## config.mk

```make
export PLATFORM = sky130hd
export DESIGN_NAME = fbdp_port
export DESIGN_NICKNAME = d
export VERILOG_FILES = /design/src/shared/fbdp_pkg.sv /design/src/logic/fbdp_port.sv
export SDC_FILE = /design/constraint.sdc
export NUM_CORES = 1
export LEC_CHECK = 0
export BUFFER_PORTS_ARGS = -buffer_cell sky130_fd_sc_hd__buf_4
export CAP_MARGIN = 20
export CORE_ASPECT_RATIO = 1.2
export CORE_UTILIZATION = 58
export DETAILED_ROUTE_END_ITERATION = 8
export GPL_TIMING_DRIVEN = 1
export PLACE_DENSITY = 0.81
export SYNTH_ARGS = -nofsm -noshare
export SYNTH_HDL_FRONTEND = slang
export SYNTH_SLANG_ARGS = --single-unit
```

## constraint.sdc

```tcl
create_clock -name hclk -period 5 [get_ports hclk]
set_clock_uncertainty 0.1 [all_clocks]
set_input_delay 0.5 -clock hclk [delete_from_list [all_inputs] [get_ports hclk]]
set_output_delay 0.5 -clock hclk [all_outputs]
set_load 0.005 [all_outputs]
```

## src/shared/fbdp_pkg.sv

```systemverilog
// Package with register map, field layout and timing constants of the data port
package fbdp_pkg;

  localparam int unsigned CLK_MHZ = 125;
  localparam int unsigned CHANNELS = 4;

  // Register byte addresses
  localparam logic [11:0] OFF_CONFIG = 12'h000;
  localparam logic [11:0] OFF_INVERT = 12'h004;
  localparam logic [11:0] OFF_FILTER_EN = 12'h008;
  localparam logic [11:0] OFF_FILTER_TIME = 12'h00C;
  localparam logic [11:0] OFF_COMMAND = 12'h010;
  localparam logic [11:0] OFF_OUT_DATA = 12'h014;
  localparam logic [11:0] OFF_STATUS = 12'h018;

  // Config register bit positions
  localparam int unsigned CFG_JOINT_INV = 0;
  localparam int unsigned CFG_P1_FILTER = 1;
  localparam int unsigned CFG_MUX_DATA = 2;
  localparam int unsigned CFG_MUX_PARAM = 3;

  // Command register bit positions
  localparam int unsigned CMD_EXCHANGE = 0;
  localparam int unsigned CMD_WRITE_PARAM = 1;
  localparam int unsigned CMD_DELETE_ADDR = 2;

  // Safe output value and bus-cycle filter time code
  localparam logic [3:0] OUT_SAFE = 4'hF;
  localparam logic [2:0] FILTER_CYCLE_CODE = 3'h7;

  // Times in nanoseconds and derived cycle counts
  localparam int unsigned SETUP_NS = 500;
  localparam int unsigned STROBE_NS = 5500;
  localparam int unsigned ACCEPT_MIN_NS = 11000;
  localparam int unsigned ACCEPT_MAX_NS = 13500;
  localparam int unsigned SETUP_CYC = (SETUP_NS * CLK_MHZ + 999) / 1000;
  localparam int unsigned STROBE_CYC = (STROBE_NS * CLK_MHZ + 999) / 1000;
  localparam int unsigned SAMPLE_CYC = ((ACCEPT_MIN_NS + ACCEPT_MAX_NS) / 2) * CLK_MHZ / 1000;
  // Filter timebase tick: 8 us, 128 us is 16 ticks (tolerance taken on the short side)
  localparam int unsigned TICK_NS = 8000;
  localparam int unsigned TICK_CYC = TICK_NS * CLK_MHZ / 1000;
  localparam int unsigned BASE_TICKS = 16;
  localparam int unsigned BLOCK_TICKS = 30;

  typedef struct packed {
    logic joint_inv;
    logic p1_filter;
    logic mux_data;
    logic mux_param;
  } fbdp_cfg_t;

  typedef enum logic [4:0] {
    ST_IDLE = 5'b00001,
    ST_SETUP = 5'b00010,
    ST_STROBE = 5'b00100,
    ST_HOLD = 5'b01000,
    ST_WAIT = 5'b10000
  } fbdp_state_t;

endpackage : fbdp_pkg

```

## src/logic/fbdp_port.sv

```systemverilog
// Slave data port: output latch, strobe, input sampling, inversion and filters
//
// Our own choices: the register addresses and the AHB-Lite slave port.
`timescale 1ns/10ps
module fbdp_port
  import fbdp_pkg::*;
#(
  parameter int unsigned TICK_CYCLES = TICK_CYC
) (
  input wire logic hclk,
  input wire logic hresetn,
  input wire logic hsel,
  input wire logic [31:0] haddr,
  input wire logic [1:0] htrans,
  input wire logic hwrite,
  input wire logic [2:0] hsize,
  input wire logic hready,
  input wire logic [31:0] hwdata,
  output logic [31:0] hrdata,
  output logic hreadyout,
  output logic hresp,
  input wire logic [3:0] input_pins,
  input wire logic parameter_pin_one,
  output logic [3:0] out_pins_o,
  output logic [3:0] out_pins_oe_n,
  output logic strobe,
  output logic param_pin_one_mux_off,
  output logic [3:0] response_data,
  output logic response_valid
);

  // Elaboration checks: the counters below are sized for these ranges only
  if (TICK_CYCLES < 1 || TICK_CYCLES > 65535) begin : g_bad_tick
    $error("TICK_CYCLES out of range");
  end
  // The sequence counter is 16 bits wide and must reach the sampling point
  if (SAMPLE_CYC > 65535) begin : g_bad_sample
    $error("SAMPLE_CYC does not fit the sequence counter");
  end
  // Sampling must come after strobe and hold, or the wait state runs on until the sequence counter wraps
  if (SAMPLE_CYC <= 2 * SETUP_CYC + STROBE_CYC) begin : g_bad_order
    $error("SAMPLE_CYC too short for strobe and hold");
  end
  // Sampling point must lie inside the acceptance window
  if (SAMPLE_CYC * 1000 < ACCEPT_MIN_NS * CLK_MHZ ||
      SAMPLE_CYC * 1000 > ACCEPT_MAX_NS * CLK_MHZ) begin : g_bad_window
    $error("SAMPLE_CYC outside the acceptance window");
  end
  // Longest filter time, code 6, must fit the 11-bit tick counters
  if ((BASE_TICKS << 6) > 2047) begin : g_bad_filter
    $error("BASE_TICKS too large for the filter counters");
  end
  // Blocking window counter is 6 bits wide and must not be zero
  if (BLOCK_TICKS < 1 || BLOCK_TICKS > 63) begin : g_bad_block
    $error("BLOCK_TICKS out of range");
  end
  // Register fields and pins are four channels wide
  if (CHANNELS != 4) begin : g_bad_width
    $error("CHANNELS must be 4");
  end

  // Configuration image and port registers
  fbdp_cfg_t cfg;
  logic [3:0] input_invert_select;
  logic [3:0] input_filter_enable;
  logic [2:0] input_filter_time;
  logic [3:0] out_reg;
  logic inhibit;
  logic out_release;
  // Strobe sequencer; one pending flag queues a strobe that arrives mid-sequence
  fbdp_state_t state;
  logic [15:0] seq_cnt;
  logic pending_strobe;
  // Timebase shared by all filters and the blocking window
  logic [15:0] tick_div;
  logic tick;
  // Filters, sample history and response
  logic [10:0] ticks_done [CHANNELS];
  logic [3:0] filt_out;
  logic [3:0] filt_view;
  logic [3:0] sampled;
  logic [3:0] prev_sample;
  logic [5:0] block_cnt;
  logic sample_evt;
  logic cyc_take;
  logic have_prev;
  logic [3:0] inv_in;
  logic [10:0] filt_ticks;
  logic use_raw;
  // Bus address phase and decoded commands
  logic ap_valid;
  logic ap_write;
  logic [11:0] ap_addr;
  logic wr_cmd;
  logic exch;
  logic write_parameter_request;
  logic deladdr;

  // Address phase capture for AHB-Lite; zero wait states, always OKAY
  always_ff @(posedge hclk or negedge hresetn) begin
    if (!hresetn) begin
      ap_valid <= 1'b0;
      ap_write <= 1'b0;
      ap_addr <= 12'h000;
    end else if (hready) begin
      ap_valid <= hsel & htrans[1];
      ap_write <= hwrite;
      ap_addr <= haddr[11:0];
    end
  end

  assign hreadyout = 1'b1;
  assign hresp = 1'b0;
  assign wr_cmd = ap_valid & ap_write & (ap_addr == OFF_COMMAND);
  assign exch = wr_cmd & hwdata[CMD_EXCHANGE] & ~inhibit;
  assign write_parameter_request = wr_cmd & hwdata[CMD_WRITE_PARAM];
  assign deladdr = wr_cmd & hwdata[CMD_DELETE_ADDR];

  // Configuration registers, nonvolatile image written by software
  always_ff @(posedge hclk or negedge hresetn) begin
    if (!hresetn) begin
      cfg <= '0;
      input_invert_select <= 4'h0;
      input_filter_enable <= 4'h0;
      input_filter_time <= 3'h0;
    end else if (ap_valid & ap_write) begin
      case (ap_addr)
        OFF_CONFIG: cfg <= fbdp_cfg_t'({hwdata[CFG_JOINT_INV], hwdata[CFG_P1_FILTER],
                                        hwdata[CFG_MUX_DATA], hwdata[CFG_MUX_PARAM]});
        OFF_INVERT: input_invert_select <= hwdata[3:0];
        OFF_FILTER_EN: input_filter_enable <= hwdata[3:0];
        OFF_FILTER_TIME: input_filter_time <= hwdata[2:0];
        default: ;
      endcase
    end
  end

  // Read mux; unmapped addresses read zero
  always_ff @(posedge hclk or negedge hresetn) begin
    if (!hresetn) begin
      hrdata <= 32'h0000_0000;
    end else if (hready && hsel && htrans[1] && !hwrite) begin
      case (haddr[11:0])
        OFF_CONFIG: hrdata <= {28'h000_0000, cfg.mux_param, cfg.mux_data,
                               cfg.p1_filter, cfg.joint_inv};
        OFF_INVERT: hrdata <= {28'h000_0000, input_invert_select};
        OFF_FILTER_EN: hrdata <= {28'h000_0000, input_filter_enable};
        OFF_FILTER_TIME: hrdata <= {29'h0000_0000, input_filter_time};
        OFF_OUT_DATA: hrdata <= {28'h000_0000, out_reg};
        OFF_STATUS: hrdata <= {26'h000_0000, out_release, inhibit, response_data};
        default: hrdata <= 32'h0000_0000;
      endcase
    end
  end

  // Inhibit flag: delete-address wins over a simultaneous write-parameter
  always_ff @(posedge hclk or negedge hresetn) begin
    if (!hresetn) begin
      inhibit <= 1'b1;
    end else if (deladdr) begin
      inhibit <= 1'b1;
    end else if (write_parameter_request) begin
      inhibit <= 1'b0;
    end
  end

  // Output holding register; safe value on reset and delete-address
  always_ff @(posedge hclk or negedge hresetn) begin
    if (!hresetn) begin
      out_reg <= OUT_SAFE;
      out_release <= 1'b1;
    end else if (deladdr) begin
      out_reg <= OUT_SAFE;
      out_release <= 1'b1;
    end else if (exch) begin
      out_reg <= hwdata[7:4];
      out_release <= 1'b0;
    end
  end

  // Strobe sequencer; reset leaves a strobe pending so one is issued after release
  always_ff @(posedge hclk or negedge hresetn) begin
    if (!hresetn) begin
      state <= ST_IDLE;
      seq_cnt <= 16'h0000;
      pending_strobe <= 1'b1;
    end else begin
      if (exch || deladdr) begin
        pending_strobe <= 1'b1;
      end
      case (state)
        ST_IDLE: begin
          if (pending_strobe || exch || deladdr) begin
            pending_strobe <= 1'b0;
            state <= ST_SETUP;
            seq_cnt <= 16'h0000;
          end
        end
        ST_SETUP: begin
          seq_cnt <= seq_cnt + 16'h0001;
          if (seq_cnt == 16'(SETUP_CYC - 1)) begin
            state <= ST_STROBE;
          end
        end
        ST_STROBE: begin
          seq_cnt <= seq_cnt + 16'h0001;
          if (seq_cnt == 16'(SETUP_CYC + STROBE_CYC - 1)) begin
            state <= ST_HOLD;
          end
        end
        ST_HOLD: begin
          seq_cnt <= seq_cnt + 16'h0001;
          if (seq_cnt == 16'(2 * SETUP_CYC + STROBE_CYC - 1)) begin
            state <= ST_WAIT;
          end
        end
        ST_WAIT: begin
          seq_cnt <= seq_cnt + 16'h0001;
          if (seq_cnt == 16'(SAMPLE_CYC - 1)) begin
            state <= ST_IDLE;
          end
        end
        default: state <= ST_IDLE;
      endcase
    end
  end

  // Sampling event at acceptance time of any strobe sequence that ends while not inhibited
  assign sample_evt = (state == ST_WAIT) && (seq_cnt == 16'(SAMPLE_CYC - 1)) && !inhibit;

  // Open-drain drive: low output bit pulls pin; mux mode releases during strobe and hold
  always_comb begin
    strobe = (state == ST_STROBE);
    for (int i = 0; i < CHANNELS; i++) begin
      out_pins_o[i] = 1'b0;
      out_pins_oe_n[i] = out_release | out_reg[i];
      if (cfg.mux_data && (state == ST_STROBE || state == ST_HOLD)) begin
        out_pins_oe_n[i] = 1'b1;
      end
    end
  end

  assign param_pin_one_mux_off = cfg.mux_param & cfg.p1_filter;

  // Free-running timebase tick from the system clock
  always_ff @(posedge hclk or negedge hresetn) begin
    if (!hresetn) begin
      tick_div <= 16'h0000;
      tick <= 1'b0;
    end else begin
      tick <= (tick_div == 16'(TICK_CYCLES - 1));
      tick_div <= (tick_div == 16'(TICK_CYCLES - 1)) ? 16'h0000 : tick_div + 16'h0001;
    end
  end

  // Inversion ahead of the filters
  assign inv_in = cfg.joint_inv ? ~input_pins : (input_pins ^ input_invert_select);
  assign filt_ticks = 11'(BASE_TICKS) << input_filter_time;

  // Bus-cycle mode accepts a sample only outside the blocking window
  assign cyc_take = (input_filter_time == FILTER_CYCLE_CODE) && sample_evt &&
                    (block_cnt == 6'h00) && have_prev;

  // Filter value seen by the response; a second equal sample is reported at once,
  // since taking the registered output would lag one exchange behind
  always_comb begin
    filt_view = filt_out;
    for (int i = 0; i < CHANNELS; i++) begin
      if (cyc_take && inv_in[i] == prev_sample[i]) begin
        filt_view[i] = inv_in[i];
      end
    end
  end

  // Per-channel debounce filters in time mode
  for (genvar g = 0; g < CHANNELS; g++) begin : g_filter
    always_ff @(posedge hclk or negedge hresetn) begin
      if (!hresetn) begin
        ticks_done[g] <= 11'h000;
        filt_out[g] <= 1'b0;
      end else if (input_filter_time == FILTER_CYCLE_CODE) begin
        ticks_done[g] <= 11'h000;
        if (cyc_take && inv_in[g] == prev_sample[g]) begin
          filt_out[g] <= inv_in[g];
        end
      end else if (inv_in[g] == filt_out[g]) begin
        ticks_done[g] <= 11'h000;
      end else if (tick) begin
        if (ticks_done[g] + 11'h001 >= filt_ticks) begin
          filt_out[g] <= inv_in[g];
          ticks_done[g] <= 11'h000;
        end else begin
          ticks_done[g] <= ticks_done[g] + 11'h001;
        end
      end
    end
  end

  // Bus-cycle mode sample history and blocking window
  always_ff @(posedge hclk or negedge hresetn) begin
    if (!hresetn) begin
      prev_sample <= 4'h0;
      have_prev <= 1'b0;
      block_cnt <= 6'h00;
    end else begin
      if (block_cnt != 6'h00 && tick) begin
        block_cnt <= block_cnt - 6'h01;
      end
      if (sample_evt && block_cnt == 6'h00) begin
        prev_sample <= inv_in;
        have_prev <= 1'b1;
        block_cnt <= 6'(BLOCK_TICKS);
      end
    end
  end

  // Response selection: raw when pin one high under pin control
  assign use_raw = cfg.p1_filter & parameter_pin_one;
  always_ff @(posedge hclk or negedge hresetn) begin
    if (!hresetn) begin
      sampled <= 4'h0;
      response_valid <= 1'b0;
    end else begin
      response_valid <= sample_evt;
      if (sample_evt) begin
        for (int i = 0; i < CHANNELS; i++) begin
          sampled[i] <= (input_filter_enable[i] && !use_raw) ? filt_view[i] : inv_in[i];
        end
      end
    end
  end

  assign response_data = sampled;

endmodule : fbdp_port

```

==> results.cfg <==
[floorplan]
core_area_sq_mm = 0.01400
die_h_microns = 133.9
die-width_microns = 111.9
die-area_sq_mm = 0.01498
start_util = 0.6006
num_io_pins = 128
placementRows = 47

[cts]
clkTransAtPathRegs_ns = 0.06
clk_path_buf_depth = 2
cts_tree = done
post_cts_resized = 0
clk_latency_ns = 0.42
clock_sinks = 144
hold_buffers = 0
cts_buffers = 17
post_cts_buffers = 0
root_buffer = clkbuf_16
ctsHtreeMaxLevel = 4

[drt]
dr.pass1.iters = 8
drc = 4
dr_total_vias = 6569
post_drt_via_cell_ratio = 5.972
ant_nets = 0
wl_mm = 17.95
dr.first_iter.drc_count = 503
detail_route.wl_per_cell_microns = 16.32

[power_and_ir_drop]
seqPwrFrac = 0.454
power_density_mw_per_mm2 = 300.1
clkPwrFrac = 0.424
p_sw_frac = 0.2669
ir_drop_v = 0.0002115
p_leak_uw = 0.004312
switchingPower_uw = 749.0
internal_power_uw = 2057
p_comb_frac = 0.122

[grt]
grt_pass1_vias = 6431
grt_max_degree = 108
grtUsageTotal = 0.2552
grt_overflow = 0
grt_pass1_wl_mm = 30.64
antenna_found_initial = 0

[worst_setup_path]
r2r_slack_ns = 1.27
startpoint_type = flip-flop
crit_path_end_kind = flip-flop
r2r_cells = 13
cp_max_fo = 18
crit_type = reg2reg
cp.required_ns = 5.24
worstPathArrival_ns = 3.97

[sta]
finalWorstSetupSlack_ns = 1.271
slew_viol_final = 0
fmax_mhz = 268.2
setup_tns_ns = 0
finalSetupViolations = 0
period_needed_ns = 3.729
slew_headroom = 0.3071
hold_viol = 0
fin_crit_sh = 0.7458
rsz0062_at_grt = false
tightest_slew_ns = 1.035

[yosys]
synth_top_area_share = 0.4049
ys_ff_latch = 144
async_flop_share = 1.000
yosysTopAreaCell = dfrtp_1
synth_edf_count = 0
yosysWarnings = 0
syn_area_sq_mm = 0.008406
synth_common_cells = dfrtp_1 (136), nand2_1 (73), nor2_1 (58)
netlist_instances = 871
synth_cell_types = 59
syn_avg_cell_area_sq_um = 9.650
synth.most_common_cell = dfrtp_1
synth_ff_type = dfrtp_1
yosysSeqAreaShare = 0.4299
synth_area_leaders = dfrtp_1 (40%), ha_1 (5.5%), mux2_2 (5.0%)

[layout]
top_regs = ticks_done (44), seq_cnt (16), tick_div (16)
largest_register_ffs = 44
drive_above_1_share = 0.1572
regArea_sq_mm = 0.003613
multi_input_area_sq_mm = 0.004477
largest_register = ticks_done
n_antenna_cell = 0
layout.nets = 1032
num-fill-cells = 1096
area.growth.synth_to_final_pct = 11.24
post-route-util = 0.6681

[status]
outcome = finished with violations
violations = design-rule violations

[place]
io_buffers = 47
place_congestion = 0.8355
dp_hpwl_mm = 12.73
place_ws_ns = 1.296

[job]
maxCapViolCount = 0

[min_path]
hold_class = in2async
[critical path, stage by stage, from the launching register on]
cell and delay [ns]:
dfrtp_1 0.38, ha_1 0.19, and3_1 0.24, and3_1 0.27, and3_1 0.20, nand3_1 0.10, xnor2_1 0.20, ha_1 0.30
a21oi_1 0.14, nand2_1 0.06, nor3_1 0.25, nor3b_2 0.88, a21oi_1 0.17, a31oi_1 0.17
[power by group through the flow]
stage	combinational (uW)	sequential (uW)	clock, uW
finish	342	1280	1190
global route	384	1280	1250
CTS	343	1270	1210
detailed placement	341	1290	0
global placement	331	1290	0
floorplan	245	1270	0
[cell type report]
type                            instances  area share
Sequential cell                       144      0.3865
Multi-Input combinational cell        677      0.4788
Inverter                               21    0.008430
Clock inverter                         10    0.009501
Tap cell                              171     0.02288
Timing Repair Buffer                   55     0.04429
Clock buffer                           22     0.04965
[cell families (layout without fill, tap and decap cells)]
logic type | count (synthesis) | in the layout | share of synthesized area
other | 2 | 32 | 0.0008935
AO/OA/AOI/OAI | 183 | 183 | 0.1362
multiplexers | 46 | 46 | 0.06267
flip-flops | 144 | 144 | 0.4299
XOR/XNOR | 66 | 66 | 0.06877
adder cells (fa/ha/maj) | 37 | 37 | 0.05508
AND/OR/NAND/NOR | 313 | 313 | 0.1950
buffers and inverters | 80 | 108 | 0.05150
[worst paths after layout]
path | from | endpoint
min | hresetn | ticks_done[13]
max | ticks_done[22] | ticks_done[27]
min in group hclk | htrans[1] | ap_valid
max reg2reg | ticks_done[22] | ticks_done[27]
min reg2reg | tick_div[15] | tick_div[15]
max in group asynchronous | hresetn | pending_strobe
[stage by stage]
stage          area (sq um)  hold slack (ns)  total power [uW]  instances
2_1_floorplan          8518           0.1044              1514        901
3_3_place_gp           8792           0.3507              1621       1067
3_5_place_dp           8792           0.3552              1633       1067
4_1_cts                9345           0.1548              2822       1099
5_1_grt                9350           0.1767              2916       1100
6_report               9350          0.07695              2806       1100
[layer usage]
layer | GRT usage | wire length, microns | vias to the layer above
li1 | - | - | 3204
met1 | 0.3218 | 7775 | 3160
met2 | 0.4344 | 8970 | 170
met3 | 0.04745 | 806 | 35
met4 | 0.09985 | 397 | 0
met5 | 0 | 0 | -
[placed cells by master (no fill, tap or decap), types with 5 or more instances in the layout]
master	instances
dfrtp_1	136
nand2_1	73
nor2_1	58
a21oi_1	55
buf_4	53
nand3_1	50
mux2_2	37
ha_1	37
o21ai_0	35
xor2_1	34
xnor2_1	32
conb_1	32
a31oi_1	28
and3_1	24
inv_1	21
nand2b_1	19
clkbuf_16	17
a22o_1	15
nand4_1	13
nor3_1	12
nor4_1	9
or4_1	8
o31ai_1	8
dfstp_2	8
or3_1	7
nand3b_1	6
mux2i_1	5
a22oi_1	5
Power figures use the tool's default switching activity.
